===== src/pkg/pmx_consts.svh =====
// Timing counts, port reset values and port 3 bit positions for the pin block
`ifndef PMX_CONSTS_SVH
`define PMX_CONSTS_SVH
`define PMX_CLK_HZ 10000000
`define PMX_ADDR_NS 200
`define PMX_HOLD_NS 100
`define PMX_STROBE_NS 600
`define PMX_ADDR_CYC ((`PMX_ADDR_NS * (`PMX_CLK_HZ / 1000000) + 999) / 1000)
`define PMX_HOLD_CYC ((`PMX_HOLD_NS * (`PMX_CLK_HZ / 1000000) + 999) / 1000)
`define PMX_STROBE_CYC ((`PMX_STROBE_NS * (`PMX_CLK_HZ / 1000000) + 999) / 1000)
`define PMX_PORT_RST 8'hff
`define PMX_BIT_URX 0
`define PMX_BIT_UTX 1
`define PMX_BIT_IRQ0 2
`define PMX_BIT_IRQ1 3
`define PMX_BIT_TMR0 4
`define PMX_BIT_TMR1 5
`define PMX_BIT_WSTB 6
`define PMX_BIT_RSTB 7
`endif


===== src/pkg/pmx_pkg.sv =====
// Types shared by the port 3 and expanded-bus pin block
`default_nettype none
package pmx_pkg;
    // Kind of expanded-bus cycle the core asks for
    typedef enum logic [1:0] {PMX_K_FETCH, PMX_K_READ, PMX_K_WRITE} pmx_kind_t;
    // Phases of one expanded-bus cycle
    typedef enum logic [2:0] {
        PMX_S_IDLE, PMX_S_ADDR, PMX_S_HOLD, PMX_S_STROBE, PMX_S_END
    } pmx_seq_t;
endpackage
`default_nettype wire


===== src/pkg/pmx_bus_if.sv =====
// Carrier between the pin top and the expanded-bus sequencer
`timescale 1ns/1ps
`default_nettype none
interface pmx_bus_if;
    logic req;
    pmx_pkg::pmx_kind_t kind;
    logic [15:0] addr;
    logic [7:0] wdata;
    logic halt;
    logic [7:0] p0_in;
    logic busy;
    logic done;
    logic [7:0] rdata;
    logic ale;
    logic wr_n;
    logic rd_n;
    logic pgm_n;
    logic active;
    logic [7:0] p0_out;
    logic p0_oe;
    logic [7:0] p2_out;
    modport seq (
        input req, kind, addr, wdata, halt, p0_in,
        output busy, done, rdata, ale, wr_n, rd_n, pgm_n, active, p0_out, p0_oe, p2_out
    );
    modport top (
        output req, kind, addr, wdata, halt, p0_in,
        input busy, done, rdata, ale, wr_n, rd_n, pgm_n, active, p0_out, p0_oe, p2_out
    );
endinterface
`default_nettype wire


===== src/pmx_pins.sv =====
// Port 3 alternate functions, expanded-bus pins, reset and loader entry
`timescale 1ns/1ps
`default_nettype none
`include "pmx_consts.svh"
// Behaviour
// - pin 3.0 is GPIO or UART receive
// - pin 3.1 is GPIO or UART transmit
// - pins 3.2, 3.3 are active-low interrupt inputs
// - pins 3.4, 3.5 feed timer count inputs
// - pin 3.6 strobes low on bus writes
// - pin 3.7 strobes low on bus reads
// - program-store enable low on external fetch
// - program-store pin normally driven, safe unconnected
// - program-store low in reset enters loader
// - reset input high puts device in reset
// - reset input pulled down internally
// - address latch enable pulses per bus cycle
// - port 0 multiplexes address and data, driven
// - port 2 drives high address byte
module pmx_pins #(
    parameter int ADDR_CYC = `PMX_ADDR_CYC,
    parameter int HOLD_CYC = `PMX_HOLD_CYC,
    parameter int STROBE_CYC = `PMX_STROBE_CYC
) (
    // Clock and system reset
    input wire logic clk,
    input wire logic rst_n,
    // Active-high reset pin
    input wire logic rst_pin_in,
    // Program-store enable pin, three signals
    input wire logic pgm_pin_in,
    output logic program_store_enable_n,
    output logic pgm_pin_oe,
    // Address latch enable pin
    output logic ale_pin,
    // Port 0 pins
    input wire logic [7:0] p0_pin_in,
    output logic [7:0] p0_pin_out,
    output logic [7:0] p0_pin_oe,
    // Port 2 pins
    output logic [7:0] p2_pin_out,
    output logic [7:0] p2_pin_oe,
    // Port 3 pins
    input wire logic [7:0] p3_pin_in,
    output logic [7:0] p3_pin_out,
    output logic [7:0] p3_pin_oe,
    // Port latches written by the core
    input wire logic [7:0] p0_latch,
    input wire logic [7:0] p2_latch,
    input wire logic [7:0] p3_latch,
    // Serial port hookup
    input wire logic uart_en,
    input wire logic uart_tx_pin,
    // Expanded-bus request from the core
    input wire logic bus_req,
    input wire pmx_pkg::pmx_kind_t bus_kind,
    input wire logic [15:0] bus_addr,
    input wire logic [7:0] bus_wdata,
    output logic bus_busy,
    output logic bus_done,
    output logic [7:0] bus_rdata,
    // Pin levels seen by the core
    output logic [7:0] p0_read,
    output logic [7:0] p3_read,
    output logic uart_rx_pin,
    output logic ext_irq_zero_n,
    output logic ext_irq_one_n,
    output logic timer_zero_count_in,
    output logic timer_one_count_in,
    // Reset and loader state
    output logic dev_reset,
    output logic boot_loader_mode
);

    // Accept a bit once synchroniser stages two and three agree
    function automatic logic [7:0] pmx_agree(
        input logic [7:0] s2,
        input logic [7:0] s3,
        input logic [7:0] held
    );
        logic [7:0] same;
        same = ~(s2 ^ s3);
        pmx_agree = (same & s3) | (~same & held);
    endfunction

    // Carrier to the bus sequencer
    pmx_bus_if bus ();

    // Device reset as seen after the pin filter
    logic dev_rst;
    logic boot_mode;

    // Port 3 input synchroniser stages and accepted value
    logic [7:0] p3_s1_r;
    logic [7:0] p3_s2_r;
    logic [7:0] p3_s3_r;
    logic [7:0] p3_filt_r;

    // Port 0 input synchroniser stages and accepted value
    logic [7:0] p0_s1_r;
    logic [7:0] p0_s2_r;
    logic [7:0] p0_s3_r;
    logic [7:0] p0_filt_r;

    // Registered pin drives
    logic [7:0] p0_out_r;
    logic [7:0] p0_oe_r;
    logic [7:0] p2_out_r;
    logic [7:0] p2_oe_r;
    logic [7:0] p3_out_r;
    logic [7:0] p3_oe_r;
    logic pgm_out_r;
    logic pgm_oe_r;
    logic ale_r;

    // Registered bus status toward the core
    logic busy_r;
    logic done_r;

    // Next pin values
    logic [7:0] p0_eff;
    logic [7:0] p2_eff;
    logic [7:0] p3_eff;
    logic [7:0] p3_nxt;
    logic [7:0] p0_out_nxt;
    logic [7:0] p0_oe_nxt;
    logic [7:0] p2_out_nxt;
    logic [7:0] p2_oe_nxt;

    // Reset pin filter and loader entry capture
    pmx_rst_boot u_rst_boot (
        .clk(clk),
        .rst_n(rst_n),
        .rst_pin_in(rst_pin_in),
        .pgm_pin_in(pgm_pin_in),
        .dev_reset(dev_rst),
        .boot_mode(boot_mode)
    );

    // Expanded-bus cycle sequencer
    pmx_bus_seq #(
        .ADDR_CYC(ADDR_CYC),
        .HOLD_CYC(HOLD_CYC),
        .STROBE_CYC(STROBE_CYC)
    ) u_bus_seq (
        .clk(clk),
        .rst_n(rst_n),
        .bus(bus)
    );

    // Requests are dropped while the device sits in reset
    assign bus.req = bus_req & ~dev_rst;
    assign bus.kind = bus_kind;
    assign bus.addr = bus_addr;
    assign bus.wdata = bus_wdata;
    assign bus.halt = dev_rst;
    assign bus.p0_in = p0_filt_r;

    // Port 3 synchroniser; stage one feeds only stage two
    always_ff @(posedge clk) begin
        if (!rst_n) begin
            p3_s1_r <= `PMX_PORT_RST;
            p3_s2_r <= `PMX_PORT_RST;
            p3_s3_r <= `PMX_PORT_RST;
        end else begin
            p3_s1_r <= p3_pin_in;
            p3_s2_r <= p3_s1_r;
            p3_s3_r <= p3_s2_r;
        end
    end

    // Port 3 accepted levels; a one-cycle glitch never gets through
    always_ff @(posedge clk) begin
        if (!rst_n) begin
            p3_filt_r <= `PMX_PORT_RST;
        end else begin
            p3_filt_r <= pmx_agree(p3_s2_r, p3_s3_r, p3_filt_r);
        end
    end

    // Port 0 synchroniser, also the read data path of the bus
    always_ff @(posedge clk) begin
        if (!rst_n) begin
            p0_s1_r <= `PMX_PORT_RST;
            p0_s2_r <= `PMX_PORT_RST;
            p0_s3_r <= `PMX_PORT_RST;
            p0_filt_r <= `PMX_PORT_RST;
        end else begin
            p0_s1_r <= p0_pin_in;
            p0_s2_r <= p0_s1_r;
            p0_s3_r <= p0_s2_r;
            p0_filt_r <= pmx_agree(p0_s2_r, p0_s3_r, p0_filt_r);
        end
    end

    // Port 3 drive: latch ANDed with any alternate output
    always_comb begin
        // In device reset the latches read as all ones, so every pin floats except pin 3.1 while the transmitter drives it low
        p3_eff = dev_rst ? `PMX_PORT_RST : p3_latch;
        p3_nxt = p3_eff;
        if (uart_en) begin
            // Latch bit must be one for the transmitter to show
            p3_nxt[`PMX_BIT_UTX] = p3_eff[`PMX_BIT_UTX] & uart_tx_pin;
        end
        p3_nxt[`PMX_BIT_WSTB] = p3_eff[`PMX_BIT_WSTB] & bus.wr_n;
        p3_nxt[`PMX_BIT_RSTB] = p3_eff[`PMX_BIT_RSTB] & bus.rd_n;
    end

    // Port 0 and port 2 drive: bus owns them during a cycle
    always_comb begin
        p0_eff = dev_rst ? `PMX_PORT_RST : p0_latch;
        p2_eff = dev_rst ? `PMX_PORT_RST : p2_latch;
        if (bus.active) begin
            // Full drive both ways, so no pull-ups are needed here
            p0_out_nxt = bus.p0_out;
            p0_oe_nxt = {8{bus.p0_oe}};
            p2_out_nxt = bus.p2_out;
            p2_oe_nxt = 8'hff;
        end else begin
            // Port 0 as GPIO is open-drain and can only pull low
            p0_out_nxt = 8'h00;
            p0_oe_nxt = ~p0_eff;
            p2_out_nxt = p2_eff;
            p2_oe_nxt = ~p2_eff;
        end
    end

    // Port 3 pin registers; a one is left to the pin's pull-up
    always_ff @(posedge clk) begin
        if (!rst_n) begin
            p3_out_r <= `PMX_PORT_RST;
            p3_oe_r <= 8'h00;
        end else begin
            p3_out_r <= p3_nxt;
            p3_oe_r <= ~p3_nxt;
        end
    end

    // Port 0 and port 2 pin registers
    always_ff @(posedge clk) begin
        if (!rst_n) begin
            p0_out_r <= 8'h00;
            p0_oe_r <= 8'h00;
            p2_out_r <= `PMX_PORT_RST;
            p2_oe_r <= 8'h00;
        end else begin
            p0_out_r <= p0_out_nxt;
            p0_oe_r <= p0_oe_nxt;
            p2_out_r <= p2_out_nxt;
            p2_oe_r <= p2_oe_nxt;
        end
    end

    // Latch enable pin, high only in the address phase
    always_ff @(posedge clk) begin
        if (!rst_n) begin
            ale_r <= 1'b0;
        end else begin
            ale_r <= bus.ale;
        end
    end

    // Program-store pin: driven in run, released in reset
    // Releasing it in reset lets an open-drain pull-down be seen cleanly
    always_ff @(posedge clk) begin
        if (!rst_n) begin
            pgm_out_r <= 1'b1;
            pgm_oe_r <= 1'b0;
        end else begin
            pgm_out_r <= bus.pgm_n;
            pgm_oe_r <= ~dev_rst;
        end
    end

    // Bus status toward the core, one cycle behind the sequencer
    always_ff @(posedge clk) begin
        if (!rst_n) begin
            busy_r <= 1'b0;
            done_r <= 1'b0;
        end else begin
            busy_r <= bus.busy;
            done_r <= bus.done & ~dev_rst;
        end
    end

    // Pin outputs
    assign p3_pin_out = p3_out_r;
    assign p3_pin_oe = p3_oe_r;
    assign p0_pin_out = p0_out_r;
    assign p0_pin_oe = p0_oe_r;
    assign p2_pin_out = p2_out_r;
    assign p2_pin_oe = p2_oe_r;
    assign ale_pin = ale_r;
    assign program_store_enable_n = pgm_out_r;
    assign pgm_pin_oe = pgm_oe_r;

    // Core-side outputs
    assign bus_busy = busy_r;
    assign bus_done = done_r;
    assign bus_rdata = bus.rdata;
    assign p0_read = p0_filt_r;
    assign p3_read = p3_filt_r;
    assign uart_rx_pin = p3_filt_r[`PMX_BIT_URX];
    assign ext_irq_zero_n = p3_filt_r[`PMX_BIT_IRQ0];
    assign ext_irq_one_n = p3_filt_r[`PMX_BIT_IRQ1];
    assign timer_zero_count_in = p3_filt_r[`PMX_BIT_TMR0];
    assign timer_one_count_in = p3_filt_r[`PMX_BIT_TMR1];
    assign dev_reset = dev_rst;
    assign boot_loader_mode = boot_mode;
endmodule
`default_nettype wire


===== src/pmx_bus_seq.sv =====
// Expanded-bus cycle sequencer: address phase with latch pulse, hold, strobe, end
`timescale 1ns/1ps
`default_nettype none
`include "pmx_consts.svh"
module pmx_bus_seq #(
    parameter int ADDR_CYC = `PMX_ADDR_CYC,
    parameter int HOLD_CYC = `PMX_HOLD_CYC,
    parameter int STROBE_CYC = `PMX_STROBE_CYC
) (
    input wire logic clk,
    input wire logic rst_n,
    pmx_bus_if.seq bus
);
    pmx_pkg::pmx_seq_t state_r; // Current phase
    logic [3:0] cnt_r; // Cycles left in the phase
    pmx_pkg::pmx_kind_t kind_r; // Cycle kind taken with the request
    logic [15:0] addr_r; // Address held for the whole cycle
    logic [7:0] wdata_r; // Write byte held for the whole cycle
    logic [7:0] rdata_r; // Byte caught at the end of a read or fetch strobe
    logic last;
    logic in_addr;
    logic in_strobe;
    logic is_wr;

    assign last = (cnt_r == 4'h0);
    assign in_addr = (state_r == pmx_pkg::PMX_S_ADDR) || (state_r == pmx_pkg::PMX_S_HOLD);
    assign in_strobe = (state_r == pmx_pkg::PMX_S_STROBE);
    assign is_wr = (kind_r == pmx_pkg::PMX_K_WRITE);

    // Phase sequencing; a device reset aborts any cycle in flight
    always_ff @(posedge clk) begin
        if (!rst_n || bus.halt) begin
            state_r <= pmx_pkg::PMX_S_IDLE;
            cnt_r <= 4'h0;
        end else begin
            case (state_r)
                pmx_pkg::PMX_S_IDLE: begin
                    if (bus.req) begin
                        state_r <= pmx_pkg::PMX_S_ADDR;
                        cnt_r <= 4'(ADDR_CYC - 1);
                    end
                end
                pmx_pkg::PMX_S_ADDR: begin
                    if (last) begin
                        state_r <= pmx_pkg::PMX_S_HOLD;
                        cnt_r <= 4'(HOLD_CYC - 1);
                    end else begin
                        cnt_r <= cnt_r - 4'h1;
                    end
                end
                pmx_pkg::PMX_S_HOLD: begin
                    if (last) begin
                        state_r <= pmx_pkg::PMX_S_STROBE;
                        cnt_r <= 4'(STROBE_CYC - 1);
                    end else begin
                        cnt_r <= cnt_r - 4'h1;
                    end
                end
                pmx_pkg::PMX_S_STROBE: begin
                    if (last) begin
                        state_r <= pmx_pkg::PMX_S_END;
                    end else begin
                        cnt_r <= cnt_r - 4'h1;
                    end
                end
                default: begin
                    state_r <= pmx_pkg::PMX_S_IDLE;
                end
            endcase
        end
    end

    // Request capture; only taken while idle, so the cycle sees stable values
    always_ff @(posedge clk) begin
        if (!rst_n) begin
            kind_r <= pmx_pkg::PMX_K_FETCH;
            addr_r <= 16'h0000;
            wdata_r <= 8'h00;
        end else if (state_r == pmx_pkg::PMX_S_IDLE && bus.req && !bus.halt) begin
            kind_r <= bus.kind;
            addr_r <= bus.addr;
            wdata_r <= bus.wdata;
        end
    end

    // Read data is caught on the last strobe cycle, before the strobe rises
    always_ff @(posedge clk) begin
        if (!rst_n) begin
            rdata_r <= 8'h00;
        end else if (in_strobe && last && !is_wr) begin
            rdata_r <= bus.p0_in;
        end
    end

    assign bus.busy = (state_r != pmx_pkg::PMX_S_IDLE);
    assign bus.active = (state_r != pmx_pkg::PMX_S_IDLE);
    assign bus.done = (state_r == pmx_pkg::PMX_S_END);
    assign bus.rdata = rdata_r;
    assign bus.ale = (state_r == pmx_pkg::PMX_S_ADDR);
    assign bus.wr_n = !(in_strobe && is_wr);
    assign bus.rd_n = !(in_strobe && kind_r == pmx_pkg::PMX_K_READ);
    assign bus.pgm_n = !(in_strobe && kind_r == pmx_pkg::PMX_K_FETCH);
    // Low address first, then write data held one cycle past the strobe
    assign bus.p0_oe = in_addr || (is_wr && (in_strobe || state_r == pmx_pkg::PMX_S_END));
    assign bus.p0_out = in_addr ? addr_r[7:0] : wdata_r;
    assign bus.p2_out = addr_r[15:8];
endmodule
`default_nettype wire


===== src/pmx_rst_boot.sv =====
// Reset pin and bootstrap-loader entry capture
`timescale 1ns/1ps
`default_nettype none
module pmx_rst_boot (
    input wire logic clk,
    input wire logic rst_n,
    input wire logic rst_pin_in,
    input wire logic pgm_pin_in,
    output logic dev_reset,
    output logic boot_mode
);
    logic [2:0] rst_sync_r; // Reset pin synchroniser, bit 0 first
    logic [2:0] pgm_sync_r; // Program-store pin synchroniser, bit 0 first
    logic rst_filt_r; // Accepted reset pin level
    logic pgm_filt_r; // Accepted program-store pin level
    logic boot_r; // Loader entry decision

    // Three-stage synchronisers; power-on holds the device in reset
    always_ff @(posedge clk) begin
        if (!rst_n) begin
            rst_sync_r <= 3'b111;
            pgm_sync_r <= 3'b111;
        end else begin
            rst_sync_r <= {rst_sync_r[1:0], rst_pin_in};
            pgm_sync_r <= {pgm_sync_r[1:0], pgm_pin_in};
        end
    end

    // A level counts only once stages two and three agree
    always_ff @(posedge clk) begin
        if (!rst_n) begin
            rst_filt_r <= 1'b1;
            pgm_filt_r <= 1'b1;
        end else begin
            if (rst_sync_r[1] == rst_sync_r[2]) begin
                rst_filt_r <= rst_sync_r[2];
            end
            if (pgm_sync_r[1] == pgm_sync_r[2]) begin
                pgm_filt_r <= pgm_sync_r[2];
            end
        end
    end

    // Track the pin while in reset; the last value stands after release
    always_ff @(posedge clk) begin
        if (!rst_n) begin
            boot_r <= 1'b0;
        end else if (rst_filt_r) begin
            boot_r <= ~pgm_filt_r;
        end
    end

    assign dev_reset = rst_filt_r;
    assign boot_mode = boot_r;
endmodule
`default_nettype wire


===== config.mk =====
export PLATFORM = sky130hd
export DESIGN_NAME = pmx_pins
export DESIGN_NICKNAME = d
export VERILOG_FILES = /design/src/pkg/pmx_pkg.sv /design/src/pkg/pmx_bus_if.sv /design/src/pmx_pins.sv /design/src/pmx_bus_seq.sv /design/src/pmx_rst_boot.sv
export VERILOG_INCLUDE_DIRS = /design/src /design/src/pkg
export SDC_FILE = /design/constraint.sdc
export NUM_CORES = 1
export LEC_CHECK = 0
export CAP_MARGIN = 20
export CORE_AREA = 3 3 145 77
export CTS_BUF_LIST = sky130_fd_sc_hd__clkbuf_2 sky130_fd_sc_hd__clkbuf_4 sky130_fd_sc_hd__clkbuf_8
export CTS_CLUSTER_DIAMETER = 150
export DETAILED_ROUTE_END_ITERATION = 12
export DIE_AREA = 0 0 148 80
export DONT_BUFFER_PORTS = 1
export PLACE_DENSITY = 0.7
export SLEW_MARGIN = 30
export SYNTH_ARGS = -nofsm -noshare
export SYNTH_HDL_FRONTEND = slang
export SYNTH_SLANG_ARGS = --single-unit

===== constraint.sdc =====
create_clock -name clk -period 2.07 [get_ports clk]
set_clock_uncertainty 0.15 [all_clocks]
set_input_delay 0.3105 -clock clk [delete_from_list [all_inputs] [get_ports clk]]
set_output_delay 0.3105 -clock clk [all_outputs]
set_load 0.01 [all_outputs]

==> results of run 1 <==
==> flip-flops by register name, indices dropped and copies added, names as in the netlist, 3 cells and up, named ones only <==
name and cells:
p0_pin_oe 8, p0_pin_out 8, p0_s1_r 8, p0_s2_r 8, p0_s3_r 8, p2_pin_oe 8
p2_pin_out 8, p3_pin_oe 8, p3_pin_out 8, p3_s1_r 8, p3_s2_r 8, p3_s3_r 8
u_bus_seq.addr_r 16, u_bus_seq.bus.rdata 8, u_bus_seq.cnt_r 4, u_bus_seq.state_r 3, u_bus_seq.wdata_r 8, u_rst_boot.pgm_sync_r 3
u_rst_boot.rst_sync_r 3
==> worst min-delay path: stages <==
cell,delay (ns)
nand2_1,0.05
buf_4,0.16
o21ai_0,0.06
==> worst min-delay path by stage <==
stage | from | endpoint | slack [ns] | depth (start not counted)
finish | rst_n | p2_pin_oe[3]$_SDFF_PN0_ | 0.03 | 3
global route | rst_n | p2_pin_oe[2]$_SDFF_PN0_ | 0.02 | 3
detailed placement | p0_s1_r[0]$_SDFF_PN1_ | p0_s2_r[0]$_SDFF_PN1_ | 0.24 | 1
global placement | p3_s1_r[2]$_SDFF_PN1_ | p3_s2_r[2]$_SDFF_PN1_ | 0.24 | 1
floorplan | p0_s1_r[0]$_SDFF_PN1_ | p0_s2_r[0]$_SDFF_PN1_ | 0.24 | 1
CTS | rst_n | p2_pin_oe[1]$_SDFF_PN0_ | 0.002 | 3
==> per-layer routing <==
metal	GRT usage, %	vias up
met3	6.35	10
met1	24.8	1900
met4	8.57	0
li1	-	2000
met5	0	-
met2	34.5	123
==> per-stage QoR <==
| step | total power, W | hold slack [ns] |
|---|---|---|
| final | 0.00584 | 0.0278 |
| after global routing | 0.00607 | 0.0194 |
| after CTS | 0.00588 | 0.00238 |
| after detailed placement | 0.00340 | 0.243 |
| after global placement | 0.00340 | 0.239 |
| after floorplan | 0.00342 | 0.236 |
==> Yosys cell counts (2+ instances only) <==
cell type	n
a21boi_0	26
a21oi_1	25
a311oi_1	3
and2_1	3
and3_1	2
buf_1	2
buf_2	8
buf_4	6
clkbuf_1	20
dfxtp_1	167
ha_1	2
inv_1	13
mux2i_1	18
nand2_1	59
nand2b_1	59
nand3b_1	3
nor2_1	54
nor2b_1	9
nor3_1	13
nor4_1	2
o21a_1	9
o21ai_0	35
o22ai_1	2
or3_1	3
==> power groups by stage <==
stage / Combinational, W / Sequential [W] / Clock [W]
floorplan: 0.0000736 / 0.00335 / 0
global placement: 0.0000473 / 0.00335 / 0
detailed placement: 0.0000497 / 0.00335 / 0
CTS: 0.000203 / 0.00328 / 0.00240
global route: 0.000226 / 0.00328 / 0.00256
finish: 0.000207 / 0.00328 / 0.00235
==> cells by family (layout without fill, tap and decap cells) <==
group	after synthesis	after routing	share of synthesized area, %
flops	167	167	61.2
mux	18	18	3.30
compound gates	103	103	11.5
buf+inv	49	151	3.96
xor+xnor	2	2	0.321
simple gates	213	213	19.3
fa+ha+maj	2	2	0.458
==> timing repair <==
item / CTS / global route
endpoints found under the setup margin: 0 / 1
hold buffers: 90 / 1
gates resized for setup: 0 / 1
endpoints found under the hold margin: 149 / 1
buffers inserted: 0 / 1
==> area by class of cell <==
type                            count  share of cell area [%]
Tap cell                          140                    2.53
Clock buffer                       17                    3.37
Sequential cell                   167                    48.2
Multi-Input combinational cell    338                    27.5
Clock inverter                     15                    2.49
Inverter                           13                   0.704
Timing Repair Buffer              106                    15.2
==> metrics.md, run 1 <==
| Metric | Value |
|---|---|
| Status | completed |
| Combinational Power Share | between 3 and 4% |
| Final setup violation count | 0 |
| Crit-path cells | inv_1 -> ha_1 -> nor3b_2 -> a221o_1 -> or3_1 -> a21oi_1 |
| DP HPWL | roughly 6900 um |
| Setup crit end kind | flop |
| Max FO, Critical Path | 6 |
| Crit start category | flop |
| Mapped Area | around 0.0055 sq mm |
| Clock Tree Buf Depth | 2 |
| Routed Antenna Nets | 0 |
| Cell count after synthesis | 554 |
| Worst min-delay path class | in2reg |
| DR pass1 iterations | 4 |
| Buf/Inv on CP | 1 |
| DRC marker count from the first detailed-route iteration | about 250 |
| Switching part of the total | 24.2% |
| WP depth | 6 |
| Largest net degree at the start of global routing | about 100 |
| Initial antenna violation count | 0 |
| Die width | approximately 150 um |
| Max VDD drop | about 0.48 mV |
| CTS HTree Levels | 4 |
| Multi-input combinational cell area | between 0.0015 and 0.002 sq mm |
| Initial Util | a little over half |
| Skew-Pair Late Insertion Delay | about 0.44 ns |
| Psw | 0.00141 W |
| Setup ws final | 0.122 ns |
| Area Overhead vs Synth | 26.9% |
| Num rows | 26 |
| Final Hold Vio Count | 0 |
| P_int | approximately 0.0044 W |
| WL met1 | ~5100 um |
| DR WL met3 | about 760 um |
| Max stage delay cell, worst path | a221o_1 |
| PwrDens | between 800 and 900 mW/mm^2 |
| DP Area | about 0.0056 sq mm |
| Slew of the pin with the lowest slew margin | 0.902 ns |
| Async set-or-reset flop fraction in the synthesized netlist | 0% |
| First-pass GRT wire length | around 19000 um |
| Crit Path Class | reg2reg |
| Final Util | ~69% |
| Syn Area/Cell | between 9 and 10 sq um |
| Relative max-transition margin | approximately two fifths |
| Reg2reg path depth | 6 |
| Highest metal used | met4 |
| Crit path largest cell delay | ~0.4 ns |
| Slew Limit Fails | 0 |
| Die height | ~80 um |
| Mapped Nets | between 600 and 700 |
| Post-synth EDFFs | 0 |
| Commonest non-fill, non-tap cell in the layout | dfxtp_1 |
| Ant diodes | 0 |
| GRT overflow | 0 |
| Met2 wire len | just under 6000 um |
| Setup slack, reg-to-reg | roughly 0.12 ns |
| Leak | approximately 2.5 nW |
| Vias in the first global route | 3822 |
| Core ar. | 0.0100 sq mm |
| Tmin final | 1.95 ns |
| Layout cells sized above 1 | under 10% |
| Number of buffers created by CTS | 17 |
| Final instance area | just under 0.007 sq mm |
| Die Area | approximately 0.012 sq mm |
| Max-cap violations | 0 |
| Remaining DRCs | 0 |
| Ranking of synthesized cells by area | dfxtp_1, nand2b_1, nand2_1 |
| Number of cells after detailed placement | about 670 |
| Seq/Total Area, Yosys | between 60% and 70% |
| Share of power burned in registers | 56.1% |
| Post-place setup slack | between 0.08 and 0.09 ns |
| Post-synth top area share | about 61% |
| Seq cells post-synth | ~170 |
| R2r endpoint | u_bus_seq.cnt_r[2]$_SDFFE_PP0P_ |
| Clock Tree Root | clkbuf_8 |
| Worst reg2reg path startpoint | u_bus_seq.cnt_r[0]$_SDFFE_PP0P_ |
| Avg WL per Cell | 15.0 um |
| CTS tree | done |
| Gp weighted congestion | around 0.83 |
| Routed WL | around 12000 um |
| Ys flop type | dfxtp_1 |
| Synth area leader | dfxtp_1 |
| Worst setup path start | u_bus_seq.cnt_r[0]$_SDFFE_PP0P_ |
| DR vias | between 4000 and 5000 |
| Total track usage | between 20 and 25% |
| Clk pwr share | ~40% |
| Vias/cell | 5.07 |
| Aggregate negative setup slack | 0 ns |
| Largest delay share family, worst path | simple AND/OR/NAND/NOR gates |
| Most frequent cells in the layout | dfxtp_1, dlygate4sd3_1, nand2b_1, nand2_1, nor2_1 |
| F_max | 513 MHz |
| RSZ-0062 raised after global routing | false |
| Storage cell area | roughly 0.0033 sq mm |
| CP arrival | 2.18 ns |
| Worst endpoint required time | between 2 and 2.5 ns |
| IO Port Bufs | 0 |
| NumNets Final | around 720 |
| Synth cell types | 35 |
| Worst setup path endpoint | u_bus_seq.cnt_r[2]$_SDFFE_PP0P_ |
| Layout Cells excl Fill | about 800 |
| Synth warn | 0 |
| Clk sink count | approximately 170 |
| Worst-path clk slew | roughly 0.1 ns |
| Layout fillers | 747 |
| I/O pin cnt | between 150 and 200 |
| Final cycle utilization of the critical path | a little over nine tenths |
No activity file was read; power rests on OpenSTA's default activity.
==> run 2, diff against run 1 <==
==> constraint.sdc (replaced) <==
create_clock -name clk -period 2.07 [get_ports clk]
set_clock_uncertainty 0.15 [all_clocks]
set_input_delay 0.414 -clock clk [delete_from_list [all_inputs] [get_ports clk]]
set_output_delay 0.414 -clock clk [all_outputs]
set_load 0.01 [all_outputs]
==> run 2 against run 1 <==
  * Sequential share of layout area up 0.78 points
  * Count of clock-buffer cells in the layout unchanged
  * Design area down 1.6%
  * Via count down 1.5%
  * Setup slack better by 0.0024 ns
  * Core utilization down 1.1 points
  * Sequential cell count unchanged
  * First-iteration DRC count down 20%
  * Maximum frequency up 0.13%
  * Die area unchanged
  * Critical endpoint unchanged
==> metrics.md, run 2 (synthesis results as in run 1) <==
| Metric | Value |
|---|---|
| I/O pin cnt | 157 (unchanged) |
| NumNets Final | 707 (-1.5%) |
| F_max | 514 MHz (+0.13%) |
| Crit start category | flop |
| Gp weighted congestion | 0.827 (unchanged) |
| Most frequent cells in the layout | dfxtp_1, dlygate4sd3_1, nand2b_1, nand2_1, nor2_1 |
| Core ar. | 0.0100 sq mm (unchanged) |
| Commonest non-fill, non-tap cell in the layout | dfxtp_1 |
| Num rows | 26 (unchanged) |
| Max FO, Critical Path | 6 (unchanged) |
| Initial antenna violation count | 0 (unchanged) |
| Total track usage | 20.0% (-0.51 points) |
| Status | completed |
| CP arrival | 2.17 ns (about the same) |
| Die width | 148 um (unchanged) |
| Skew-Pair Late Insertion Delay | 0.43 ns (about the same) |
| Routed Antenna Nets | 0 (unchanged) |
| Ant diodes | 0 (unchanged) |
| Slew of the pin with the lowest slew margin | 0.892 ns (-0.00997 ns) |
| Crit Path Class | reg2reg |
| PwrDens | 854 mW/mm^2 (+1.4%) |
| Relative max-transition margin | 40.1% (+0.67 points) |
| Clock Tree Root | clkbuf_8 |
| Avg WL per Cell | 14.8 um (-1.5%) |
| DR vias | 3973 (-1.5%) |
| Max VDD drop | 0.476 mV (about the same) |
| Final Util | 68.1% (-1.1 points) |
| Worst min-delay path class | in2reg |
| Reg2reg path depth | 6 (unchanged) |
| Largest reg by FF count | u_bus_seq.addr_r |
| Max stage delay cell, worst path | a221o_1 |
| CTS HTree Levels | 4 (unchanged) |
| Final Hold Vio Count | 0 (unchanged) |
| Worst-path clk slew | 0.10 ns (about the same) |
| Crit-path cells | inv_1 -> ha_1 -> nor3b_2 -> a221o_1 -> or3_1 -> a21oi_1 |
| IO Port Bufs | 0 (unchanged) |
| DRC marker count from the first detailed-route iteration | 198 (-20%) |
| Remaining DRCs | 0 (unchanged) |
| Number of buffers created by CTS | 17 (unchanged) |
| GRT overflow | 0 (unchanged) |
| Layout cells sized above 1 | 8.06% (+0.14 points) |
| R2r endpoint | u_bus_seq.cnt_r[2]$_SDFFE_PP0P_ |
| DP HPWL | 6860 um (unchanged) |
| Worst endpoint required time | 2.30 ns (about the same) |
| Final setup violation count | 0 (unchanged) |
| Vias in the first global route | 3729 (-2.4%) |
| Setup slack, reg-to-reg | 0.12 ns (about the same) |
| Initial Util | 54.5% (unchanged) |
| Vias/cell | 5.06 (-0.11%) |
| Crit path largest cell delay | 0.40 ns (about the same) |
| Hold endpoint | p0_pin_oe[0]$_SDFF_PN0_ |
| Setup crit end kind | flop |
| Hold Path Depth | 2 (-1) |
| Hold Path Origin | p0_latch[0] |
| Final cycle utilization of the critical path | 94.0% (-0.12 points) |
| Total power | 0.00582 W (-0.23%) |
| Max-cap violations | 0 (unchanged) |
| Slew Limit Fails | 0 (unchanged) |
| Worst reg2reg path startpoint | u_bus_seq.cnt_r[0]$_SDFFE_PP0P_ |
| CTS tree | done |
| Die Area | 0.0118 sq mm (unchanged) |
| Routed WL | 11600 um (-2.8%) |
| Leak | 2.40 nW (-2.4%) |
| Largest register FFs | 16 (unchanged) |
| Largest net degree at the start of global routing | 98 (-5.8%) |
| First-pass GRT wire length | 18500 um (-2.9%) |
| Aggregate negative setup slack | 0 ns (unchanged) |
| DR pass1 iterations | 4 (unchanged) |
| Die height | 80 um (unchanged) |
| RSZ-0062 raised after global routing | false |
| Tmin final | 1.95 ns (-0.00245 ns) |
| Area Overhead vs Synth | 24.9% |
| Clk sink count | 167 (unchanged) |
| Clock Tree Buf Depth | 2 (unchanged) |
==> run 2: cell types whose count changed in the layout (fill, tap and decap cells not counted) <==
cell           previous run  this run
dlygate4sd3_1            90        79
==> run 2: repair_timing <==
| item | 4_1_cts | 5_1_grt |
|---|---|---|
| endpoints found under the setup margin | 0 | 1 |
| buffers inserted | 0 | 1 |
| hold buffers | 80 | 0 |
| resized for setup | 0 | 1 |
| hold endpoints to repair | 149 | 0 |
==> run 2: per-stage QoR <==
stage               setup WS (ns)  instance area, sq um  cells  hold WS, ns
CTS                        0.0751                  6820    784      0.00892
detailed placement         0.0861                  5590    672        0.243
finish                      0.125                  6820    785       0.0337
floorplan                   0.218                  5470    554        0.236
global placement            0.143                  5590    672        0.239
global route               0.0211                  6820    785      0.00373
==> run 2: final cells by class <==
| class | count | area [sq um] |
|---|---|---|
| clock buffer | 17 | 234 |
| timing repair buffer | 95 | 943 |
| inverter | 13 | 48.8 |
| sequential | 167 | 3340 |
| clock inverter | 15 | 173 |
| fill | 767 | 3200 |
| tap | 140 | 175 |
| multi-input combinational | 338 | 1910 |
==> run 2: critical path: cells and delay by family (launching register included) <==
kind            cells  cell delay (ns)
simple gates        2             0.57
compound gates      2             0.53
flops               1             0.36
fa+ha+maj           1             0.21
buf+inv             1             0.07
==> run 2: metal layers <==
layer / wire (um) / share of wire (%) / vias up / GRT usage, %
met4: 237 / 2.0 / 0 / 8.85
met1: 5070 / 44 / 1866 / 24.8
met2: 5540 / 48 / 120 / 32.5
li1: - / - / 1966 / -
met3: 787 / 6.8 / 21 / 6.30
met5: 0 / 0 / - / 0
==> run 2: worst max-delay path by stage <==
stage | startpoint | end | slack [ns] | cells past startpoint
floorplan | u_bus_seq.cnt_r[0]$_SDFFE_PP0P_ | u_bus_seq.cnt_r[2]$_SDFFE_PP0P_ | 0.22 | 6
global placement | u_bus_seq.cnt_r[0]$_SDFFE_PP0P_ | u_bus_seq.cnt_r[2]$_SDFFE_PP0P_ | 0.14 | 6
detailed placement | u_bus_seq.cnt_r[0]$_SDFFE_PP0P_ | u_bus_seq.cnt_r[2]$_SDFFE_PP0P_ | 0.09 | 6
CTS | u_bus_seq.cnt_r[0]$_SDFFE_PP0P_ | u_bus_seq.cnt_r[2]$_SDFFE_PP0P_ | 0.08 | 6
global route | u_bus_seq.cnt_r[0]$_SDFFE_PP0P_ | u_bus_seq.cnt_r[2]$_SDFFE_PP0P_ | 0.02 | 6
finish | u_bus_seq.cnt_r[0]$_SDFFE_PP0P_ | u_bus_seq.cnt_r[2]$_SDFFE_PP0P_ | 0.12 | 6
==> run 2: report_power, final <==
group | switching [W] | internal, W | leakage [nW]
combinational | 0.0000585 | 0.000127 | 0.837
clock | 0.00133 | 0.00103 | 0.209
sequential | 0.0000202 | 0.00326 | 1.36
total | 0.00141 | 0.00441 | 2.40
